===== src/cpwt_map.svh =====
`ifndef CPWT_MAP_SVH
`define CPWT_MAP_SVH

// ----------------------------------------
// Register byte addresses
// ----------------------------------------
`define CPWT_ADDR_CTRL_LO    8'h00
`define CPWT_ADDR_CTRL_HI    8'h04
`define CPWT_ADDR_WIDTH_LO   8'h08
`define CPWT_ADDR_WIDTH_HI   8'h0c
`define CPWT_ADDR_PERIOD_LO  8'h10
`define CPWT_ADDR_PERIOD_HI  8'h14
`define CPWT_ADDR_IRQ_STAT   8'h18
`define CPWT_ADDR_IRQ_MASK   8'h1c
`define CPWT_ADDR_COUNT      8'h20

// ----------------------------------------
// Field positions and codes
// ----------------------------------------
`define CPWT_INIT_BIT        7
`define CPWT_RUN_BIT         3
`define CPWT_MODE_HI         2
`define CPWT_MODE_LO         0
`define CPWT_SRC_HI          6
`define CPWT_SRC_LO          4
`define CPWT_SRC_EXT         3'h7
`define CPWT_EV_PERIOD       0
`define CPWT_EV_WIDTH        1
`define CPWT_NUM_EV          2
`define CPWT_WARM_LOW_BYTE   8'h00

// ----------------------------------------
// Reset values
// ----------------------------------------
`define CPWT_RST_BYTE        8'h00
`define CPWT_RST_WORD        16'h0000

`endif


===== src/cpwt_pkg.sv =====
package cpwt_pkg;

  typedef enum logic [2:0] {
    CPWT_MODE_PPG  = 3'b111,
    CPWT_MODE_WARM = 3'b101
  } cpwt_mode_t;

  typedef enum logic [0:0] {
    CPWT_ST_STOP = 1'b0,
    CPWT_ST_RUN  = 1'b1
  } cpwt_state_t;

endpackage


===== src/cpwt_tick_gen.sv =====
`timescale 1ns/1ps
`include "cpwt_map.svh"

module cpwt_tick_gen
  import cpwt_pkg::*;
#(
  parameter int unsigned PRE_W = 7
)
(
  input  wire logic       clk,
  input  wire logic       rst,
  input  wire logic [2:0] src_sel,
  input  wire logic       ext_count_input,
  output logic            tick_q
);

  if (PRE_W < 6)
  begin : g_bad
    $error("cpwt_tick_gen: PRE_W too small for divider select");
  end

  logic [PRE_W-1:0] pre_q;
  logic [PRE_W-1:0] pre_d;
  logic [PRE_W-1:0] div_mask;
  logic             ext_q;
  logic             ext_d;
  logic             tick_d;

  // ----------------------------------------
  // Prescaler and source select
  // ----------------------------------------
  always_comb
  begin
    pre_d    = pre_q + PRE_W'(1);
    ext_d    = ext_count_input;
    div_mask = PRE_W'((1 << src_sel) - 1);
    if (src_sel == `CPWT_SRC_EXT)
      tick_d = ext_q & ~ext_count_input;
    else
      tick_d = ((pre_q & div_mask) == div_mask);
  end

  always_ff @(posedge clk or posedge rst)
  begin
    if (rst)
    begin
      pre_q  <= '0;
      ext_q  <= 1'b0;
      tick_q <= 1'b0;
    end
    else
    begin
      pre_q  <= pre_d;
      ext_q  <= ext_d;
      tick_q <= tick_d;
    end
  end

endmodule


===== src/cpwt_irq_ctl.sv =====
`timescale 1ns/1ps
`include "cpwt_map.svh"

module cpwt_irq_ctl
  import cpwt_pkg::*;
#(
  parameter int unsigned NUM_EV = `CPWT_NUM_EV
)
(
  input  wire logic              clk,
  input  wire logic              rst,
  input  wire logic [NUM_EV-1:0] events,
  input  wire logic              wr_stat,
  input  wire logic              wr_mask,
  input  wire logic [NUM_EV-1:0] wdata,
  output logic      [NUM_EV-1:0] status_q,
  output logic      [NUM_EV-1:0] mask_q,
  output logic                   irq_q
);

  if (NUM_EV < 1 || NUM_EV > 8)
  begin : g_bad
    $error("cpwt_irq_ctl: NUM_EV out of range");
  end

  logic [NUM_EV-1:0] status_d;
  logic [NUM_EV-1:0] mask_d;
  logic              irq_d;

  // ----------------------------------------
  // Sticky status, set wins over clear
  // ----------------------------------------
  always_comb
  begin
    status_d = wr_stat ? ((status_q & ~wdata) | events) : (status_q | events);
    mask_d   = wr_mask ? wdata : mask_q;
    irq_d    = |(status_d & mask_d);
  end

  always_ff @(posedge clk or posedge rst)
  begin
    if (rst)
    begin
      status_q <= '0;
      mask_q   <= '0;
      irq_q    <= 1'b0;
    end
    else
    begin
      status_q <= status_d;
      mask_q   <= mask_d;
      irq_q    <= irq_d;
    end
  end

endmodule


===== src/cpwt_timer.sv =====
// Our own choices: the APB slave port and the placing of the registers.
`timescale 1ns/1ps
`include "cpwt_map.svh"

module cpwt_timer
  import cpwt_pkg::*;
#(
  parameter int unsigned CNT_W = 16,
  parameter int unsigned PRE_W = 7
)
(
  input  wire logic        clk,
  input  wire logic        rst,
  input  wire logic        psel,
  input  wire logic        penable,
  input  wire logic        pwrite,
  input  wire logic [7:0]  paddr,
  input  wire logic [31:0] pwdata,
  output logic      [31:0] prdata,
  output logic             pready,
  output logic             pslverr,
  input  wire logic        ext_count_input,
  output logic             pulse_out_pin_n,
  output logic             cascade_match_irq
);

  if (CNT_W != 16)
  begin : g_bad
    $error("cpwt_timer: CNT_W must be 16");
  end

  // ----------------------------------------
  // Declarations
  // ----------------------------------------
  logic [7:0]             ctrl_lo_q;
  logic [7:0]             ctrl_lo_d;
  logic [7:0]             ctrl_hi_q;
  logic [7:0]             ctrl_hi_d;
  logic [7:0]             width_lo_q;
  logic [7:0]             width_lo_d;
  logic [7:0]             width_hi_q;
  logic [7:0]             width_hi_d;
  logic [7:0]             period_lo_q;
  logic [7:0]             period_lo_d;
  logic [7:0]             period_hi_q;
  logic [7:0]             period_hi_d;
  logic [CNT_W-1:0]       cnt_q;
  logic [CNT_W-1:0]       cnt_d;
  logic [CNT_W-1:0]       cnt_inc;
  logic                   output_flipflop_q;
  logic                   output_flipflop_d;
  logic                   pin_d;
  logic                   pready_d;
  logic                   pslverr_d;
  logic [31:0]            prdata_d;
  cpwt_state_t            state_q;
  cpwt_state_t            state_d;
  logic                   access;
  logic                   wr_en;
  logic                   mapped;
  logic                   wr_hi;
  logic                   run_q;
  logic                   new_run;
  logic                   is_ppg;
  logic                   is_warm;
  logic                   count_en;
  logic                   tick;
  logic [CNT_W-1:0]       width_val;
  logic [CNT_W-1:0]       period_val;
  logic                   width_hit;
  logic                   period_hit;
  logic [`CPWT_NUM_EV-1:0] events;
  logic [`CPWT_NUM_EV-1:0] irq_status;
  logic [`CPWT_NUM_EV-1:0] irq_mask;

  // ----------------------------------------
  // Source tick and interrupt blocks
  // ----------------------------------------
  cpwt_tick_gen #(
    .PRE_W (PRE_W)
  ) u_tick (
    .clk             (clk),
    .rst             (rst),
    .src_sel         (ctrl_lo_q[`CPWT_SRC_HI:`CPWT_SRC_LO]),
    .ext_count_input (ext_count_input),
    .tick_q          (tick)
  );

  cpwt_irq_ctl #(
    .NUM_EV (`CPWT_NUM_EV)
  ) u_irq (
    .clk      (clk),
    .rst      (rst),
    .events   (events),
    .wr_stat  (wr_en && paddr == `CPWT_ADDR_IRQ_STAT),
    .wr_mask  (wr_en && paddr == `CPWT_ADDR_IRQ_MASK),
    .wdata    (pwdata[`CPWT_NUM_EV-1:0]),
    .status_q (irq_status),
    .mask_q   (irq_mask),
    .irq_q    (cascade_match_irq)
  );

  // ----------------------------------------
  // Decode and match terms
  // ----------------------------------------
  always_comb
  begin
    access     = psel & penable & pready;
    wr_en      = access & pwrite;
    mapped     = (paddr == `CPWT_ADDR_CTRL_LO)   || (paddr == `CPWT_ADDR_CTRL_HI)   ||
                 (paddr == `CPWT_ADDR_WIDTH_LO)  || (paddr == `CPWT_ADDR_WIDTH_HI)  ||
                 (paddr == `CPWT_ADDR_PERIOD_LO) || (paddr == `CPWT_ADDR_PERIOD_HI) ||
                 (paddr == `CPWT_ADDR_IRQ_STAT)  || (paddr == `CPWT_ADDR_IRQ_MASK)  ||
                 (paddr == `CPWT_ADDR_COUNT);
    wr_hi      = wr_en && paddr == `CPWT_ADDR_CTRL_HI;
    run_q      = ctrl_hi_q[`CPWT_RUN_BIT];
    new_run    = pwdata[`CPWT_RUN_BIT];
    is_ppg     = ctrl_hi_q[`CPWT_MODE_HI:`CPWT_MODE_LO] == CPWT_MODE_PPG;
    is_warm    = ctrl_hi_q[`CPWT_MODE_HI:`CPWT_MODE_LO] == CPWT_MODE_WARM;
    count_en   = (state_q == CPWT_ST_RUN) && (is_ppg || is_warm);
    width_val  = {width_hi_q, width_lo_q};
    period_val = {period_hi_q, period_lo_q};
    cnt_inc    = cnt_q + CNT_W'(1);
    width_hit  = is_ppg && cnt_inc == width_val;
    if (is_warm)
      period_hit = cnt_inc == {period_hi_q, `CPWT_WARM_LOW_BYTE};
    else
      period_hit = cnt_inc == period_val;
    events                 = '0;
    events[`CPWT_EV_PERIOD] = count_en && tick && period_hit;
    events[`CPWT_EV_WIDTH]  = count_en && tick && width_hit && !period_hit;
  end

  // ----------------------------------------
  // Registers written by software
  // ----------------------------------------
  always_comb
  begin
    ctrl_lo_d   = ctrl_lo_q;
    ctrl_hi_d   = ctrl_hi_q;
    width_lo_d  = width_lo_q;
    width_hi_d  = width_hi_q;
    period_lo_d = period_lo_q;
    period_hi_d = period_hi_q;
    if (wr_en)
    begin
      unique case (paddr)
        `CPWT_ADDR_CTRL_LO:   ctrl_lo_d   = pwdata[7:0];
        `CPWT_ADDR_CTRL_HI:   ctrl_hi_d   = pwdata[7:0];
        `CPWT_ADDR_WIDTH_LO:  width_lo_d  = pwdata[7:0];
        `CPWT_ADDR_WIDTH_HI:  width_hi_d  = pwdata[7:0];
        `CPWT_ADDR_PERIOD_LO: period_lo_d = pwdata[7:0];
        `CPWT_ADDR_PERIOD_HI: period_hi_d = pwdata[7:0];
        default:              ctrl_lo_d   = ctrl_lo_q;
      endcase
    end
  end

  always_ff @(posedge clk or posedge rst)
  begin
    if (rst)
    begin
      ctrl_lo_q   <= `CPWT_RST_BYTE;
      ctrl_hi_q   <= `CPWT_RST_BYTE;
      width_lo_q  <= `CPWT_RST_BYTE;
      width_hi_q  <= `CPWT_RST_BYTE;
      period_lo_q <= `CPWT_RST_BYTE;
      period_hi_q <= `CPWT_RST_BYTE;
    end
    else
    begin
      ctrl_lo_q   <= ctrl_lo_d;
      ctrl_hi_q   <= ctrl_hi_d;
      width_lo_q  <= width_lo_d;
      width_hi_q  <= width_hi_d;
      period_lo_q <= period_lo_d;
      period_hi_q <= period_hi_d;
    end
  end

  // ----------------------------------------
  // Counter, output flip-flop and pin
  // ----------------------------------------
  always_comb
  begin
    state_d           = ctrl_hi_d[`CPWT_RUN_BIT] ? CPWT_ST_RUN : CPWT_ST_STOP;
    cnt_d             = cnt_q;
    output_flipflop_d = output_flipflop_q;
    unique case (state_q)
      CPWT_ST_STOP:
      begin
        cnt_d = `CPWT_RST_WORD;
      end
      CPWT_ST_RUN:
      begin
        if (count_en && tick)
        begin
          if (period_hit)
            cnt_d = `CPWT_RST_WORD;
          else
            cnt_d = cnt_inc;
          if (is_ppg && (period_hit ^ width_hit))
            output_flipflop_d = ~output_flipflop_q;
        end
      end
    endcase
    if (wr_hi && !run_q)
      output_flipflop_d = pwdata[`CPWT_INIT_BIT];
    pin_d = ~output_flipflop_d;
  end

  always_ff @(posedge clk or posedge rst)
  begin
    if (rst)
    begin
      state_q           <= CPWT_ST_STOP;
      cnt_q             <= `CPWT_RST_WORD;
      output_flipflop_q <= 1'b0;
      pulse_out_pin_n   <= 1'b1;
    end
    else
    begin
      state_q           <= state_d;
      cnt_q             <= cnt_d;
      output_flipflop_q <= output_flipflop_d;
      pulse_out_pin_n   <= pin_d;
    end
  end

  // ----------------------------------------
  // APB answer
  // ----------------------------------------
  always_comb
  begin
    pready_d  = psel && penable && !pready;
    pslverr_d = pready_d && !mapped;
    prdata_d  = '0;
    if (pready_d && !pwrite)
    begin
      unique case (paddr)
        `CPWT_ADDR_CTRL_LO:   prdata_d[7:0] = ctrl_lo_q;
        `CPWT_ADDR_CTRL_HI:   prdata_d[7:0] = ctrl_hi_q;
        `CPWT_ADDR_WIDTH_LO:  prdata_d[7:0] = width_lo_q;
        `CPWT_ADDR_WIDTH_HI:  prdata_d[7:0] = width_hi_q;
        `CPWT_ADDR_PERIOD_LO: prdata_d[7:0] = period_lo_q;
        `CPWT_ADDR_PERIOD_HI: prdata_d[7:0] = period_hi_q;
        `CPWT_ADDR_IRQ_STAT:  prdata_d[`CPWT_NUM_EV-1:0] = irq_status;
        `CPWT_ADDR_IRQ_MASK:  prdata_d[`CPWT_NUM_EV-1:0] = irq_mask;
        `CPWT_ADDR_COUNT:     prdata_d[CNT_W-1:0] = cnt_q;
        default:              prdata_d = '0;
      endcase
    end
  end

  always_ff @(posedge clk or posedge rst)
  begin
    if (rst)
    begin
      pready  <= 1'b0;
      pslverr <= 1'b0;
      prdata  <= '0;
    end
    else
    begin
      pready  <= pready_d;
      pslverr <= pslverr_d;
      prdata  <= prdata_d;
    end
  end
endmodule


===== config.mk =====
export PLATFORM = sky130hd
export DESIGN_NAME = cpwt_timer
export DESIGN_NICKNAME = d
export VERILOG_FILES = /design/src/cpwt_pkg.sv /design/src/cpwt_tick_gen.sv /design/src/cpwt_irq_ctl.sv /design/src/cpwt_timer.sv
export VERILOG_INCLUDE_DIRS = /design/src
export SDC_FILE = /design/constraint.sdc
export NUM_CORES = 1
export LEC_CHECK = 0
export BUFFER_PORTS_ARGS = -buffer_cell sky130_fd_sc_hd__buf_2
export CORE_ASPECT_RATIO = 0.75
export CORE_MARGIN = 1
export CORE_UTILIZATION = 50
export CTS_CLUSTER_DIAMETER = 50
export DETAILED_ROUTE_END_ITERATION = 8
export PLACE_DENSITY = 0.8
export SYNTH_ARGS = -nofsm -noshare
export SYNTH_HDL_FRONTEND = slang
export SYNTH_SLANG_ARGS = --single-unit

===== constraint.sdc =====
create_clock -name clk -period 3.88 [get_ports clk]
set_input_delay 0.194 -clock clk [delete_from_list [all_inputs] [get_ports clk]]
set_output_delay 0.194 -clock clk [all_outputs]
set_load 0.01 [all_outputs]

# [After elaboration in Yosys (flattened, before gate mapping)]
# Index checks and enable logic that the tools add are counted.
[op_classes] n_addsub=3 n_mul=0 div_mod_pow=0 n_lt_le_gt_ge=0 eq_ne=16 shifts=1 n_mux=18 n_bitwise=15 n_reduce_logical=37
[ops] operator="16-bit == test" count=3
[ops] operator="16-bit two-way mux" count=3
[ops] operator="6-bit case mux with 7 select lines" count=1
[ops] operator="8-bit by 5-bit == test with 1-bit output, second input constant" count=4
[ops] operator="16-bit case mux with 2 select lines" count=1
[ops] operator="2-bit case mux with 9 select lines" count=1
[ops] operator="16-bit by 1-bit adder with 16-bit output, second input constant" count=1
[ops] operator="8-bit by 4-bit == test with 1-bit output, second input constant" count=2
[ops] operator="1-bit logical AND" count=15
[ops] operator="2-bit AND reduction" count=6
[ops] operator="3-bit == test, second input constant" count=3
[ops] operator="1-bit logical OR" count=9
[ops] operator="8-bit by 3-bit == test with 1-bit output, second input constant" count=1
[ops] operator="8-bit by 6-bit == test with 1-bit output, second input constant" count=1
[ops] operator="8-bit zero test" count=1
[ops] operator="4-bit two-way mux" count=2
[ops] operator="8-bit two-way mux" count=1
[ops] operator="7-bit by 1-bit adder with 7-bit output, second input constant" count=1
[ops] operator="7-bit bitwise AND" count=1
[ops] operator="7-bit == test" count=1
[ops] operator="1-bit two-way mux" count=7
[ops] operator="1-bit by 3-bit left shift with 7-bit output, first input constant" count=1
[ops] operator="7-bit by 2-bit subtractor with 7-bit output, second input constant" count=1
[ops] operator="1-bit zero test" count=5
[ops] operator="other kinds (9)" count=18
[totals] regBits=115 latchBits=0 ramBits=0 romBits=0 word_cells=110 memories=0

# [Longest topological paths before layout]
[depth] ltp_word=11 ltp_mapped=12

# [By module]
# From an unflattened synthesis, not the netlist that was laid out.
[hier_totals] cells_unflattened=586 area_unflattened_um2=5896.9
[modules_own_cells] module="cpwt_timer" n_inst=1 cells_each=521 area_each_um2=5193.7
[modules_own_cells] module="cpwt_tick_gen" n_inst=1 cells_each=52 area_each_um2=513.0
[modules_own_cells] module="cpwt_irq_ctl" n_inst=1 cells_each=13 area_each_um2=190.2

# [Worst setup path before layout]
# Ideal clock, no wire load.
[synth_timing] kind="reg2reg" start="register cnt_q[2]" end="register pulse_out_pin_n" setup_time_ns=0.098 arrival_ns=2.870 required_ns=3.782 path_slack_ns=0.912 stages_incl_launch_ff=10 synth_period_minus_slack_ns=2.968 cell_sequence="dfrtp_1 -> buf_6 -> nand3_1 -> nor4_2 -> xor3_1 -> or4b_1 -> or4_4 -> o311a_1 -> a2111oi_2 -> o21ai_0"
[synth_between] elab_chain_cells=10 elab_cells_between_ends=13 classes_between="1 x add/sub; 3 x eq/ne; 5 x mux; 2 x bitwise; 2 x reduce/logical"
[synth_lines] item="start: declaration" line="cpwt_timer.sv:47" text="logic [CNT_W-1:0] cnt_q;"
[synth_lines] item="start signal: assignment" line="cpwt_timer.sv:217" text="cnt_q <= `CPWT_RST_WORD;"
[synth_lines] item="start signal: assignment" line="cpwt_timer.sv:224" text="cnt_q <= cnt_d;"
[synth_lines] item="16-bit by 1-bit adder with 16-bit output *" line="cpwt_timer.sv:123" text="cnt_inc = cnt_q + CNT_W'(1);"
[synth_lines] item="16-bit == test (on tied branches)" line="cpwt_timer.sv:128, cpwt_timer.sv:124, cpwt_timer.sv:126"
[synth_lines] item="1-bit two-way mux or 1-bit logical AND (tied branches)" line="cpwt_timer.sv:125, cpwt_timer.sv:124"
[synth_lines] item="1-bit bitwise XOR *" line="cpwt_timer.sv:202" text="if (is_ppg && (period_hit ^ width_hit))"
[synth_lines] item="1-bit logical AND *" line="cpwt_timer.sv:202"
[synth_lines] item="1-bit two-way mux *" line="cpwt_timer.sv:202"
[synth_lines] item="1-bit two-way mux *" line="cpwt_timer.sv:196" text="if (count_en && tick)"
[synth_lines] item="1-bit two-way mux *" line="cpwt_timer.sv:189" text="unique case (state_q)"
[synth_lines] item="1-bit two-way mux *" line="cpwt_timer.sv:207" text="if (wr_hi && !run_q)"
[synth_lines] item="1-bit NOT *" line="cpwt_timer.sv:209" text="pin_d = ~output_flipflop_d;"
[synth_lines] item="named net pin_d" line="cpwt_timer.sv:52" text="logic pin_d;"
[synth_lines] item="end signal: assignment" line="cpwt_timer.sv:226" text="pulse_out_pin_n <= pin_d;"
[synth_lines] item="end: declaration" line="cpwt_timer.sv:23" text="output logic pulse_out_pin_n,"
# Mark *: on every way through the listed nets, which the timed path passes. The rest lies on a longest branch.
# A chain may end at the register's enable or synchronous reset.

# [Worst setup path in the final report]
[layout_timing] start="register cnt_q[0]" end="register pulse_out_pin_n"
# The elaborated chain is that of the path after synthesis.

==> impl_metrics.ini <==
[global_routing]
grt_max_degree = 74
grt-ovfl-total = 0
antenna_found_initial = 0
grt.total_usage_pct = 27.2
grt_first_pass_wirelength_um = 25500
grt_pass1_vias = 4566

[layout]
diodes = 0
multi_input_comb_area_sq_mm = 0.00329
final_cell_area_sq_mm = 0.00658
regArea_sq_mm = 0.00245
fillers = 979
fin_cells = 794
final_nets = 676
fin_util_pct = 56.3
syn_to_final_growth_pct = 8.95
drive_above_1_share_pct = 24.1

[clock_tree]
worstSkewPairLatency_ns = 0.35
ctsHtreeMaxLevel = 3
cts_buffer_depth = 2
cts_setup_buffers = 0
cts_tree = done
path_clk_slew_ns = 0.07
cts_root_buffer = clkbuf_16
numCtsBuffers = 9
numClockSinks = 98

[pwr]
p_leak_nw = 3.03
p_per_area_mw_per_mm2 = 301
ir_worst_vdd_uv = 192
power_mw = 1.98

[die]
start_util_pct = 51.6
core-area_sq_mm = 0.0117
fp.dieArea_sq_mm = 0.0125
die_x_um = 129
rows = 34
fp.dieH_um = 97.2
boundaryPins = 82

[worst_setup_path]
crit_type = register to register
start_kind = register
cp-end-kind = register
worstPathRequired_ns = 4.14
cp.arrival_ns = 3.76
crit_fanout = 7

[placed_design]
io_buffers = 41
dp_hpwl_um = 12200
postPlaceCellArea_sq_mm = 0.00629
placed_cells = 777
pre_cts_slack_ns = 0.504
gp_congestion = 1.01

[status]
outcome = finished clean

[synthesis]
ys_ff_latch = 98
syn_area_sq_mm = 0.00604
synth_ff_type = dfrtp_1
async_flop_share_pct = 100
yosysTopAreaCell = dfrtp_1
syn_inst = 599
syn_avg_cell_area_sq_um = 10.1
synth_edf_count = 0
synth_cell_types = 69
synth-seq-area-share_pct = 40.6
synth_top_area_share_pct = 40.2
synth_area_leaders = dfrtp_1 40%, mux2_2 11%, o21ai_0 2.7%
synth_warnings = 0

[sta]
timing.final.ws_setup_ns = 0.378
hold-worst-slack_ns = 0.0294
slew_headroom_pct = 21.1
max_freq_mhz = 286
tightestPinTransition_ns = 1.17
fin_crit_ns = 3.50
setup_viol = 0
hold_viol = 0
rsz0062_at_grt = no
tns_ns = 0
finalMaxSlewViolations = 0
period_share_pct = 90.3
clock_skew_ns = 0.00916

[detailed_routing]
postRouteAntennaNets = 0
via_per_inst = 6.35
drt-pass1-iter-count = 5
drc = 0
wl_per_cell_um = 20.7
vias = 5040
drt-total-wl_um = 16400
drt-initial-drc-count = 451

[run]
cap_viol_max_count = 0

[hold_path]
worstHoldPathType = input port to asynchronous set/reset pin
worst paths after layout:
kind | startpoint | to | slack, ns | cells after the start
max | cnt_q[0] | pulse_out_pin_n | 0.38 | 9
min | rst | ctrl_lo_q[0] | 0.03 | 2
max reg2reg | cnt_q[0] | pulse_out_pin_n | 0.38 | 9
min reg2reg | u_tick.pre_q[6] | u_tick.pre_q[6] | 0.48 | 1
max in group asynchronous | rst | cnt_q[13] | 2.97 | 3
min in group clk | penable | pready | 0.14 | 3
final cells by class:
cell class | instances | area share (%)
sequential | 98 | 37.3
multi-input combinational | 453 | 50.0
clock inverter | 7 | 0.894
inverter | 10 | 0.608
tap | 162 | 3.08
clock buffer | 9 | 3.42
timing repair buffer | 55 | 4.75
worst max-delay path: stages (launching register included):
cell,delay (ns)
dfrtp_1,0.48
ha_1,0.39
xor2_1,0.18
or3_1,0.34
a2111oi_2,0.47
o2111ai_1,0.32
or4_4,0.66
o311a_1,0.15
a2111oi_2,0.25
o21ai_0,0.18
where the power goes:
part           internal [mW]  total (mW)  switching [mW]
sequential              1.02        1.03         0.00414
combinational         0.0226      0.0817          0.0591
clock                  0.445       0.871           0.426
synth_stat cells (3+ instances only):
master / number
dfrtp_1: 97
mux2_2: 60
nand2_1: 40
o21ai_0: 32
nor2_1: 29
nand3_1: 27
a22oi_1: 20
buf_4: 19
a21oi_1: 18
clkbuf_1: 17
a31oi_1: 15
and3_1: 15
xnor2_1: 15
nand4_1: 14
nor2b_1: 12
and2_1: 10
inv_1: 10
xor2_1: 10
nor3_1: 9
buf_2: 8
nor4_1: 8
nand2b_1: 7
nor3b_1: 6
or3_1: 6
and4_1: 5
buf_6: 5
o211ai_1: 5
o21a_1: 5
buf_1: 4
mux2i_1: 4
nand3b_1: 4
o2111ai_1: 4
a211o_1: 3
a22o_1: 3
ha_1: 3
nor4_2: 3
o22ai_1: 3
or4_4: 3
xnor3_1: 3
what timing repair did:
item | 4_1_cts | 5_1_grt
resized for setup | 0 | 0
hold buffers | 1 | 0
hold endpoints to repair | 1 | 0
flip-flops by register name, indices dropped and copies added, names as in the netlist, 2 cells and up, named ones only:
| signal | cells |
|---|---|
| period_lo_q | 8 |
| prdata | 16 |
| u_tick.pre_q | 7 |
| period_hi_q | 8 |
| width_hi_q | 8 |
| u_irq.mask_q | 2 |
| ctrl_hi_q | 8 |
| u_irq.status_q | 2 |
| ctrl_lo_q | 8 |
| width_lo_q | 8 |
| cnt_q | 16 |
layer usage:
| layer | routed length (um) | track usage (%) |
|---|---|---|
| met5 | 0 | 0 |
| met4 | 313 | 8.14 |
| met3 | 1100 | 4.74 |
| met2 | 7230 | 39.1 |
| met1 | 7790 | 41.6 |
cell families (layout without fill, tap and decap cells):
logic type               after synthesis  in the layout  share of synthesized area [%]
AO/OA/AOI/OAI                        126            126                           14.1
multiplexers                          66             66                           12.6
adder cells (fa/ha/maj)                3              3                          0.621
XOR/XNOR                              31             31                           5.80
buffers and inverters                 63             81                           5.88
AND/OR/NAND/NOR                      211            211                           20.3
other                                  1             16                         0.0621
flip-flops                            98             98                           40.6
placed cells by master (no fill, tap or decap), drive strengths merged, types with 15 or more instances in the layout:
cell / n
dfrtp: 97
mux2: 60
buf: 54
nand2: 41
o21ai: 32
nor2: 29
nand3: 28
a22oi: 20
a21oi: 18
conb: 16
a31oi: 16
nand4: 16
and3: 15
xnor2: 15
No activity file was read; power rests on OpenSTA's default activity.
